--- src/verilog/borsc_pkg.sv ---
`default_nettype none
package borsc_pkg;
	// Register map (byte addresses on the AXI4-Lite slave)
	localparam logic [3:0] PWR_STATUS_OFS  = 4'h0;
	localparam logic [3:0] IRQ_STATUS_OFS  = 4'h4;
	localparam logic [3:0] IRQ_ENABLE_OFS  = 4'h8;
	localparam logic [3:0] IRQ_CLEAR_OFS   = 4'hC;
	// Power control status fields
	localparam int POR_FLAG_BIT = 1;
	localparam int BOR_FLAG_BIT = 0;
	localparam logic [1:0] PWR_RESET_VAL = 2'h0;
	// Interrupt event bits
	localparam int EV_POR_BIT  = 0;
	localparam int EV_BOR_BIT  = 1;
	localparam int EV_REL_BIT  = 2;
	localparam int EV_NUM      = 3;
	// Brown-out enable configuration codes
	localparam logic [1:0] ENCFG_ALWAYS = 2'h3;
	localparam logic [1:0] ENCFG_NOSLP  = 2'h2;
	localparam logic [1:0] ENCFG_SW     = 2'h1;
	// Vectors
	localparam logic [12:0] RESET_VECTOR = 13'h0000;
	localparam logic [12:0] IRQ_VECTOR   = 13'h0004;
	// Timing
	localparam int CLK_MHZ          = 100;
	localparam int PWRT_MS          = 64;
	localparam int PWRT_CYCLES      = PWRT_MS * 1000 * CLK_MHZ;
	localparam int BOR_MIN_NS       = 100;
	localparam int BOR_MIN_CYCLES   = (BOR_MIN_NS * CLK_MHZ + 999) / 1000;
	localparam logic [1:0] AXI_OKAY   = 2'h0;
	localparam logic [1:0] AXI_SLVERR = 2'h2;

	typedef enum logic [2:0] {
		BORSC_ST_POR  = 3'h1,
		BORSC_ST_PWRT = 3'h2,
		BORSC_ST_RUN  = 3'h4
	} borsc_state_e;

	typedef struct packed {
		logic [1:0] enable_cfg;
		logic       level_select;
	} borsc_cfg_s;
endpackage
`default_nettype wire

--- src/verilog/borsc_top.sv ---
// Our own choices: the address map and register access over AXI4-Lite.
`timescale 1ns/100ps
`default_nettype none
module borsc_top #(
	parameter int PWRT_CYCLES = borsc_pkg::PWRT_CYCLES,
	parameter int BOR_MIN_CYCLES = borsc_pkg::BOR_MIN_CYCLES
) (
	input  wire logic             aclk,            // System clock
	input  wire logic             aresetn,         // Sync reset, active low
	input  wire logic             por_event,       // Power-on detected by supply monitor
	input  wire logic             below_threshold, // Comparator: supply under threshold
	input  wire logic             external_master_clear_n, // Master-clear pin, active low
	input  wire logic             sleep_mode,      // Core is sleeping
	input  wire logic             flash_erase,     // Program flash erase in progress
	input  wire borsc_pkg::borsc_cfg_s cfg_in,     // Configuration word bits
	output logic                  threshold_sel,   // Selected comparator level
	output logic                  core_reset,      // Hold core in reset
	output logic [12:0]           reset_vector,    // Fetch address after reset
	output logic [12:0]           irq_vector,      // Interrupt vector address
	output logic                  irq,             // Level interrupt
	input  wire logic [3:0]       s_axi_awaddr,    // AXI4-Lite
	input  wire logic             s_axi_awvalid,   // AXI4-Lite
	output logic                  s_axi_awready,   // AXI4-Lite
	input  wire logic [31:0]      s_axi_wdata,     // AXI4-Lite
	input  wire logic [3:0]       s_axi_wstrb,     // AXI4-Lite
	input  wire logic             s_axi_wvalid,    // AXI4-Lite
	output logic                  s_axi_wready,    // AXI4-Lite
	output logic [1:0]            s_axi_bresp,     // AXI4-Lite
	output logic                  s_axi_bvalid,    // AXI4-Lite
	input  wire logic             s_axi_bready,    // AXI4-Lite
	input  wire logic [3:0]       s_axi_araddr,    // AXI4-Lite
	input  wire logic             s_axi_arvalid,   // AXI4-Lite
	output logic                  s_axi_arready,   // AXI4-Lite
	output logic [31:0]           s_axi_rdata,     // AXI4-Lite
	output logic [1:0]            s_axi_rresp,     // AXI4-Lite
	output logic                  s_axi_rvalid,    // AXI4-Lite
	input  wire logic             s_axi_rready     // AXI4-Lite
);
	// ---------------------------------------------------------------
	// Configuration capture
	// ---------------------------------------------------------------
	borsc_pkg::borsc_cfg_s cfg_r, cfg_nxt;
	logic                  cfg_done_r, cfg_done_nxt;

	always_comb
	begin
		cfg_nxt      = cfg_r;
		cfg_done_nxt = 1'b1;
		if (!cfg_done_r)
			cfg_nxt = cfg_in;
	end

	always_ff @(posedge aclk)
	begin
		if (!aresetn)
		begin
			cfg_r      <= '0;
			cfg_done_r <= 1'b0;
		end
		else
		begin
			cfg_r      <= cfg_nxt;
			cfg_done_r <= cfg_done_nxt;
		end
	end

	// ---------------------------------------------------------------
	// Brown-out enable decode
	// ---------------------------------------------------------------
	logic [1:0] pwr_flags_r, pwr_flags_nxt;
	logic       bor_enabled;

	always_comb
	begin
		if (flash_erase)
			bor_enabled = 1'b1;
		else if (cfg_r.enable_cfg == borsc_pkg::ENCFG_ALWAYS)
			bor_enabled = 1'b1;
		else if (cfg_r.enable_cfg == borsc_pkg::ENCFG_NOSLP)
			bor_enabled = !sleep_mode;
		else if (cfg_r.enable_cfg == borsc_pkg::ENCFG_SW)
			bor_enabled = pwr_flags_r[borsc_pkg::BOR_FLAG_BIT];
		else
			bor_enabled = 1'b0;
	end

	// Erase forces the lower level, which is select value 0
	assign threshold_sel = flash_erase ? 1'b0 : cfg_r.level_select;
	assign reset_vector  = borsc_pkg::RESET_VECTOR;
	assign irq_vector    = borsc_pkg::IRQ_VECTOR;

	// ---------------------------------------------------------------
	// Brown-out filter and power-up timer
	// ---------------------------------------------------------------
	borsc_pkg::borsc_state_e state_r, state_nxt;
	logic [31:0] low_cnt_r, low_cnt_nxt;
	logic [31:0] pwrt_cnt_r, pwrt_cnt_nxt;
	logic        bor_trip, bor_event, rel_event;

	always_comb
	begin
		low_cnt_nxt = '0;
		if (bor_enabled && below_threshold && low_cnt_r < 32'(BOR_MIN_CYCLES))
			low_cnt_nxt = low_cnt_r + 32'h1;
		else if (bor_enabled && below_threshold)
			low_cnt_nxt = low_cnt_r;
	end

	// A short glitch is ignored in BORSC_ST_RUN, whatever the slew rate behind it; in BORSC_ST_PWRT any low supply restarts the timer
	assign bor_trip = bor_enabled && below_threshold && low_cnt_r >= 32'(BOR_MIN_CYCLES);

	always_comb
	begin
		state_nxt    = state_r;
		pwrt_cnt_nxt = pwrt_cnt_r;
		bor_event    = 1'b0;
		rel_event    = 1'b0;
		case (state_r)
			borsc_pkg::BORSC_ST_POR:
			begin
				pwrt_cnt_nxt = '0;
				if (!below_threshold && external_master_clear_n)
					state_nxt = borsc_pkg::BORSC_ST_PWRT;
			end
			borsc_pkg::BORSC_ST_PWRT:
			begin
				if (bor_trip || below_threshold)
				begin
					state_nxt    = borsc_pkg::BORSC_ST_POR;
					pwrt_cnt_nxt = '0;
					bor_event    = bor_trip;
				end
				else if (pwrt_cnt_r >= 32'(PWRT_CYCLES - 1))
				begin
					state_nxt = borsc_pkg::BORSC_ST_RUN;
					rel_event = 1'b1;
				end
				else
					pwrt_cnt_nxt = pwrt_cnt_r + 32'h1;
			end
			borsc_pkg::BORSC_ST_RUN:
			begin
				if (bor_trip)
				begin
					state_nxt = borsc_pkg::BORSC_ST_POR;
					bor_event = 1'b1;
				end
				else if (!external_master_clear_n)
					state_nxt = borsc_pkg::BORSC_ST_POR;
			end
			default:
				state_nxt = borsc_pkg::BORSC_ST_POR;
		endcase
		if (por_event)
		begin
			state_nxt    = borsc_pkg::BORSC_ST_POR;
			pwrt_cnt_nxt = '0;
		end
	end

	always_ff @(posedge aclk)
	begin
		if (!aresetn)
		begin
			state_r    <= borsc_pkg::BORSC_ST_POR;
			low_cnt_r  <= '0;
			pwrt_cnt_r <= '0;
		end
		else
		begin
			state_r    <= state_nxt;
			low_cnt_r  <= low_cnt_nxt;
			pwrt_cnt_r <= pwrt_cnt_nxt;
		end
	end

	assign core_reset = (state_r != borsc_pkg::BORSC_ST_RUN);

	// ---------------------------------------------------------------
	// AXI4-Lite slave and registers
	// ---------------------------------------------------------------
	logic [2:0]  irq_stat_r, irq_stat_nxt;
	logic [2:0]  irq_en_r, irq_en_nxt;
	logic [3:0]  awaddr_r, awaddr_nxt;
	logic        aw_got_r, aw_got_nxt;
	logic [31:0] wdata_r, wdata_nxt;
	logic        wstrb0_r, wstrb0_nxt;
	logic        w_got_r, w_got_nxt;
	logic        bvalid_r, bvalid_nxt;
	logic [1:0]  bresp_r, bresp_nxt;
	logic        rvalid_r, rvalid_nxt;
	logic [31:0] rdata_r, rdata_nxt;
	logic [1:0]  rresp_r, rresp_nxt;
	logic        wr_go;
	logic [2:0]  ev_vec, clr_vec;

	assign s_axi_awready = !aw_got_r && !bvalid_r;
	assign s_axi_wready  = !w_got_r && !bvalid_r;
	assign s_axi_arready = !rvalid_r;
	assign wr_go         = aw_got_r && w_got_r && !bvalid_r;
	assign ev_vec        = {rel_event, bor_event, por_event};

	always_comb
	begin
		awaddr_nxt    = awaddr_r;
		aw_got_nxt    = aw_got_r;
		wdata_nxt     = wdata_r;
		wstrb0_nxt    = wstrb0_r;
		w_got_nxt     = w_got_r;
		bvalid_nxt    = bvalid_r;
		bresp_nxt     = bresp_r;
		rvalid_nxt    = rvalid_r;
		rdata_nxt     = rdata_r;
		rresp_nxt     = rresp_r;
		pwr_flags_nxt = pwr_flags_r;
		irq_en_nxt    = irq_en_r;
		clr_vec       = '0;
		if (s_axi_awvalid && s_axi_awready)
		begin
			awaddr_nxt = s_axi_awaddr;
			aw_got_nxt = 1'b1;
		end
		if (s_axi_wvalid && s_axi_wready)
		begin
			wdata_nxt  = s_axi_wdata;
			wstrb0_nxt = s_axi_wstrb[0];
			w_got_nxt  = 1'b1;
		end
		if (wr_go)
		begin
			aw_got_nxt = 1'b0;
			w_got_nxt  = 1'b0;
			bvalid_nxt = 1'b1;
			bresp_nxt  = borsc_pkg::AXI_OKAY;
			if (awaddr_r == borsc_pkg::PWR_STATUS_OFS)
			begin
				if (wstrb0_r)
					pwr_flags_nxt = wdata_r[1:0];
			end
			else if (awaddr_r == borsc_pkg::IRQ_ENABLE_OFS)
			begin
				if (wstrb0_r)
					irq_en_nxt = wdata_r[2:0];
			end
			else if (awaddr_r == borsc_pkg::IRQ_CLEAR_OFS)
			begin
				if (wstrb0_r)
					clr_vec = wdata_r[2:0];
			end
			else if (awaddr_r != borsc_pkg::IRQ_STATUS_OFS)
				bresp_nxt = borsc_pkg::AXI_SLVERR;
		end
		else if (bvalid_r && s_axi_bready)
			bvalid_nxt = 1'b0;
		// Hardware clears win over a same-cycle software write
		if (por_event)
			pwr_flags_nxt[borsc_pkg::POR_FLAG_BIT] = 1'b0;
		if (bor_event)
			pwr_flags_nxt[borsc_pkg::BOR_FLAG_BIT] = 1'b0;
		if (s_axi_arvalid && s_axi_arready)
		begin
			rvalid_nxt = 1'b1;
			rresp_nxt  = borsc_pkg::AXI_OKAY;
			rdata_nxt  = '0;
			if (s_axi_araddr == borsc_pkg::PWR_STATUS_OFS)
				rdata_nxt[1:0] = pwr_flags_r;
			else if (s_axi_araddr == borsc_pkg::IRQ_STATUS_OFS)
				rdata_nxt[2:0] = irq_stat_r;
			else if (s_axi_araddr == borsc_pkg::IRQ_ENABLE_OFS)
				rdata_nxt[2:0] = irq_en_r;
			else if (s_axi_araddr != borsc_pkg::IRQ_CLEAR_OFS)
				rresp_nxt = borsc_pkg::AXI_SLVERR;
		end
		else if (rvalid_r && s_axi_rready)
			rvalid_nxt = 1'b0;
		// Set beats clear on the same cycle
		irq_stat_nxt = (irq_stat_r & ~clr_vec) | ev_vec;
	end

	always_ff @(posedge aclk)
	begin
		if (!aresetn)
		begin
			awaddr_r    <= '0;
			aw_got_r    <= 1'b0;
			wdata_r     <= '0;
			wstrb0_r    <= 1'b0;
			w_got_r     <= 1'b0;
			bvalid_r    <= 1'b0;
			bresp_r     <= borsc_pkg::AXI_OKAY;
			rvalid_r    <= 1'b0;
			rdata_r     <= '0;
			rresp_r     <= borsc_pkg::AXI_OKAY;
			pwr_flags_r <= borsc_pkg::PWR_RESET_VAL;
			irq_stat_r  <= '0;
			irq_en_r    <= '0;
		end
		else
		begin
			awaddr_r    <= awaddr_nxt;
			aw_got_r    <= aw_got_nxt;
			wdata_r     <= wdata_nxt;
			wstrb0_r    <= wstrb0_nxt;
			w_got_r     <= w_got_nxt;
			bvalid_r    <= bvalid_nxt;
			bresp_r     <= bresp_nxt;
			rvalid_r    <= rvalid_nxt;
			rdata_r     <= rdata_nxt;
			rresp_r     <= rresp_nxt;
			pwr_flags_r <= pwr_flags_nxt;
			irq_stat_r  <= irq_stat_nxt;
			irq_en_r    <= irq_en_nxt;
		end
	end

	assign s_axi_bvalid = bvalid_r;
	assign s_axi_bresp  = bresp_r;
	assign s_axi_rvalid = rvalid_r;
	assign s_axi_rdata  = rdata_r;
	assign s_axi_rresp  = rresp_r;
	assign irq          = |(irq_stat_r & irq_en_r);
endmodule // borsc_top
`default_nettype wire

--- config.mk ---
export PLATFORM = sky130hd
export DESIGN_NAME = borsc_top
export DESIGN_NICKNAME = d
export VERILOG_FILES = /design/src/verilog/borsc_pkg.sv /design/src/verilog/borsc_top.sv
export SDC_FILE = /design/constraint.sdc
export NUM_CORES = 1
export LEC_CHECK = 0
export BUFFER_PORTS_ARGS = -buffer_cell sky130_fd_sc_hd__buf_2
export CAP_MARGIN = 0
export CORE_MARGIN = 3
export CORE_UTILIZATION = 55
export CTS_CLUSTER_DIAMETER = 40
export DETAILED_ROUTE_END_ITERATION = 8
export PLACE_DENSITY = 0.95
export SYNTH_ARGS = -nofsm -noshare
export SYNTH_HDL_FRONTEND = slang
export SYNTH_SLANG_ARGS = --single-unit
--- constraint.sdc ---
create_clock -name aclk -period 3.06 [get_ports aclk]
set_input_delay 0.612 -clock aclk [delete_from_list [all_inputs] [get_ports aclk]]
set_output_delay 0.612 -clock aclk [all_outputs]
set_load 0.005 [all_outputs]
; Word-level counts from Yosys, hierarchy flattened
; Cells that the tools add are included.
[word_totals]
register_bits = 98
inputBits = 59
[classes]
n_addsub = 2
magnitude_cmp = 3
eq_ne = 18
n_mux = 44
bitwise = 6
n_reduce_logical = 33
[op_table]
columns = op, count
row1 = 32-bit two-way mux, 4
row2 = "32-bit by 1-bit adder with 32-bit output, second input constant", 2
row3 = 32-bit case mux with 2 select lines, 1
row4 = 3-bit two-way mux, 12
row5 = "32-bit by 23-bit >= comparator with 1-bit output, second input constant", 1
row6 = "32-bit by 4-bit >= comparator with 1-bit output, second input constant", 1
row7 = "32-bit by 4-bit less-than comparator with 1-bit output, second input constant", 1
row8 = 2-bit two-way mux, 9
row9 = 1-bit two-way mux, 16
row10 = 1-bit logical AND, 13
row11 = "4-bit equality test, second input constant", 3
row12 = "3-bit inequality test, second input constant", 4
row13 = 3-bit case mux with 3 select lines, 1
row14 = 4-bit zero test, 2
row15 = 3-bit AND, 2
row16 = 1-bit zero test, 6
row17 = 3-bit AND reduction, 2
row18 = 2-bit nonzero test, 3
row19 = 2-bit OR reduction, 3
row20 = "2-bit equality test, second input constant", 2
row21 = "4-bit by 3-bit equality test with 1-bit output, second input constant", 1
row22 = "4-bit by 3-bit inequality test with 1-bit output, second input constant", 1
row23 = "4-bit inequality test, second input constant", 1
row24 = 4-bit AND reduction, 1
row25 = other kinds (13), 14

; Longest topological paths before layout
[logic_depth]
ltp_word = 11
ltp_mapped = 9
mapped_depth_nobuf = 7

; Least setup slack after synthesis
; No wires, ideal clock.
[synth_path]
path_kind = register to register
startpoint = register pwrt_cnt_r[0]
endpoint = register pwrt_cnt_r[12]
arrival_ns = 1.982
required_time_ns = 3.001
path_slack_ns = 1.019
path_stages_with_launch = 9
path_cell_list = dfxtp_1 > ha_1 > and3_1 > and3_1 > a41oi_4 > o211ai_2 > buf_6 > or4_1 > nand2_1
[synth_via]
elab_chain_cells = 4
word_cells_on_any_way = 7
cone_classes = 1 x add/sub / 1 x order compare / 1 x eq/ne / 3 x mux / 1 x reduce/logical
[synth_lines]
columns = element, line_no
row1 = from (decl), borsc_top.sv:97  ; logic [31:0] pwrt_cnt_r, pwrt_cnt_nxt;
row2 = from (signal assigned), borsc_top.sv:173  ; pwrt_cnt_r <= pwrt_cnt_nxt;
row3 = 32-bit by 1-bit adder with 32-bit output, borsc_top.sv:139  ; pwrt_cnt_nxt = pwrt_cnt_r + 32'h1;
row4 = 32-bit two-way mux, borsc_top.sv:133  ; else if (pwrt_cnt_r >= 32'(PWRT_CYCLES - 1))
row5 = 32-bit two-way mux, borsc_top.sv:127  ; if (bor_trip || below_threshold)
row6 = 32-bit case mux with 2 select lines, borsc_top.sv:118  ; case (state_r)
; Several ways; a longest one is shown, not always the timed one. The select of a mux whose other input is x is not followed.
; A chain may end at the register's enable or synchronous reset.

; Worst setup path in the final report
[layout_path]
startpoint = register pwrt_cnt_r[0]
endpoint = register pwrt_cnt_r[15]
; The elaborated chain is that of the path after synthesis.

==> impl_metrics.json <==
{
  "power_mw": 2.26,
  "final.period_utilization_pct": 80.7,
  "drive_gt1_share_pct": 13.3,
  "synth_seq_area_share_pct": 44.5,
  "cts-resized-gates": 0,
  "placed_area_um2": 4360,
  "required_ns": 3.35,
  "initial_core_util_pct": 58.0,
  "grt_busiest_layer": "met2",
  "relSlewSlack_pct": 16.8,
  "dpl.cell_count": 600,
  "pre_cts_slack_ns": 0.572,
  "die_y_um": 94.6,
  "num_vias": 3325,
  "port_buffers": 39,
  "avgSynthCellArea_um2": 9.09,
  "synthCells": 475,
  "rsz0062_at_grt": "no",
  "hold_violations": 0,
  "first_pass_iters": 4,
  "drc_errors": 0,
  "hold_class": "in2reg",
  "clk_latency_ns": 0.36,
  "grt.met3_usage_pct": 4.62,
  "endpoint_kind": "flip-flop",
  "use_met2_pct": 37.1,
  "cp_max_fo": 17,
  "overflow": 0,
  "cts_htree_levels": 3,
  "antenna_found_initial": 0,
  "synth_top_area_share_pct": 44.5,
  "drt_iter0_drc": 154,
  "synthFlopType": "dfxtp_1",
  "synth_edf_count": 0,
  "met1_usage_pct": 22.7,
  "stdcell_area_um2": 4570,
  "stdcell_count": 616,
  "final_common_cell": "dfxtp_1",
  "leakage_nw": 1.86,
  "numCtsBuffers": 9,
  "gp_congestion": 0.791,
  "power_density_nw_per_um2": 494,
  "finalSetupViolations": 0,
  "grt_usage_pct": 20.2,
  "async_reset_ff_share_pct": 0,
  "peakVddDrop_uv": 325,
  "tightest_slew_ns": 1.24,
  "setup_tns_ns": 0,
  "yosysTopAreaCell": "dfxtp_1",
  "ys_seq_elements": 96,
  "fin_hold_ws_ns": 0.401,
  "grt_pass1_vias": 3280,
  "cts_tree": "done",
  "fmax_ghz": 0.405,
  "fin_skew_ns": 0.0119,
  "maxSlewViolCount": 0,
  "crit_type": "reg2reg",
  "syn_area_um2": 4320,
  "synthTopCellsByArea": "dfxtp_1 45%, buf_4 9.9%, and2_1 5.9%, nor2_1 3.9%, mux2i_1 3.5%",
  "fin_nets": 574,
  "start_kind": "flip-flop",
  "ant_nets": 0,
  "die_w_um": 94.6,
  "grt_max_degree": 32,
  "die-area_um2": 8950,
  "postCtsHoldBufs": 0,
  "wl_mm": 8.45,
  "coreArea_um2": 7450,
  "wl_per_cell_um": 13.7,
  "status": "finished clean",
  "maxCapViolations": 0,
  "ys_types": 58,
  "final_cell_mix": "96 x dfxtp_1, 57 x conb_1, 45 x nor2_1",
  "period_minus_slack_ns": 2.47,
  "clk_path_buf_depth": 2,
  "arrival_ns": 2.76,
  "yosys_warnings": 0,
  "grt_first_pass_wirelength_mm": 14.5,
  "cts_num_sinks": 96,
  "clkSlewWorstSetupHoldPaths_ns": 0.09,
  "finalWorstSetupSlack_ns": 0.591,
  "hpwl_mm": 6.03,
  "clockRootBuffer": "clkbuf_8",
  "num_rows": 31,
  "antennaDiodeCount": 0,
  "io_pins": 129,
  "syn_to_final_growth_pct": 5.74,
  "nFillCells": 568,
  "final_util_pct": 61.3,
  "avgViaCountPerCell": 5.40,
  "cts_setup_buffers": 0
}
-- path summary, 6_finish.rpt --
kind	from	to	slack (ns)	cells after the start
worst min-delay path	aresetn	cfg_done_r	0.40	1
worst min register to register	pwrt_cnt_r[29]	pwrt_cnt_r[29]	0.47	1
worst max-delay path	pwrt_cnt_r[0]	pwrt_cnt_r[15]	0.59	8
worst max register to register	pwrt_cnt_r[0]	pwrt_cnt_r[15]	0.59	8
-- cells in the mapped netlist (all sizes together) (2+ instances only) --
| library cell | count |
|---|---|
| dfxtp | 96 |
| buf | 61 |
| nor2 | 45 |
| and2 | 41 |
| nand2 | 36 |
| a21oi | 25 |
| mux2i | 15 |
| nand3 | 15 |
| o21ai | 12 |
| or4 | 12 |
| nor3 | 11 |
| clkbuf | 10 |
| inv | 10 |
| o211ai | 9 |
| nor4 | 8 |
| o31ai | 6 |
| and3 | 5 |
| nor2b | 5 |
| a22oi | 4 |
| or3 | 4 |
| xnor2 | 4 |
| a41oi | 3 |
| ha | 3 |
| nand2b | 3 |
| nand4 | 3 |
| o21a | 3 |
| xor2 | 3 |
| a2111oi | 2 |
| a211oi | 2 |
| conb | 2 |
| nor3b | 2 |
| o2111ai | 2 |
-- sequential cells by signal, indices dropped and copies added (netlist names) --
signal,count
cfg_done_r,1
w_got_r,1
s_axi_rdata,3
s_axi_rresp,1
cfg_r,3
irq_stat_r,3
aw_got_r,1
s_axi_bresp,1
state_r,3
awaddr_r,4
pwr_flags_r,2
pwrt_cnt_r,32
low_cnt_r,32
s_axi_bvalid,1
wdata_r,3
irq_en_r,3
wstrb0_r,1
s_axi_rvalid,1
-- critical path, stage by stage, from the launching register on --
cell	delay, ns
dfxtp_1	0.35
ha_1	0.25
and3_1	0.23
and3_1	0.28
a41oi_4	0.27
o21ai_2	0.17
buf_4	0.22
or4_1	0.48
a21oi_1	0.15
-- metal layers --
layer  up-vias  share of wire [%]
li1       1617                  -
met1      1567                 42
met2       126                 50
met3        15                6.9
met4         0                1.2
met5         -                  0
-- layout make-up --
class / instances / area (um^2) / share of cell area, %
timing repair buffer: 42 / 218 / 4.77
multi-input combinational: 353 / 2060 / 45.2
clock buffer: 11 / 141 / 3.10
sequential: 96 / 1920 / 42.1
inverter: 10 / 37.5 / 0.822
clock inverter: 5 / 61.3 / 1.34
tap: 99 / 124 / 2.71
-- where the power goes --
group	switching [mW]	internal [mW]
Sequential	0.0176	1.27
Clock	0.437	0.407
Combinational	0.0788	0.0477
-- kinds of logic (layout without fill, tap and decap cells) --
kind of cell | Yosys count | in the layout | synth area share [%]
multiplexers | 15 | 15 | 3.48
XOR/XNOR | 7 | 7 | 1.42
adder cells (fa/ha/maj) | 3 | 3 | 0.869
buffers and inverters | 81 | 68 | 12.5
flip-flops | 96 | 96 | 44.5
AND/OR/NAND/NOR | 196 | 196 | 24.5
AO/OA/AOI/OAI | 75 | 75 | 12.5
other | 2 | 57 | 0.174
Note: power is estimated with default switching activity, not from simulation.
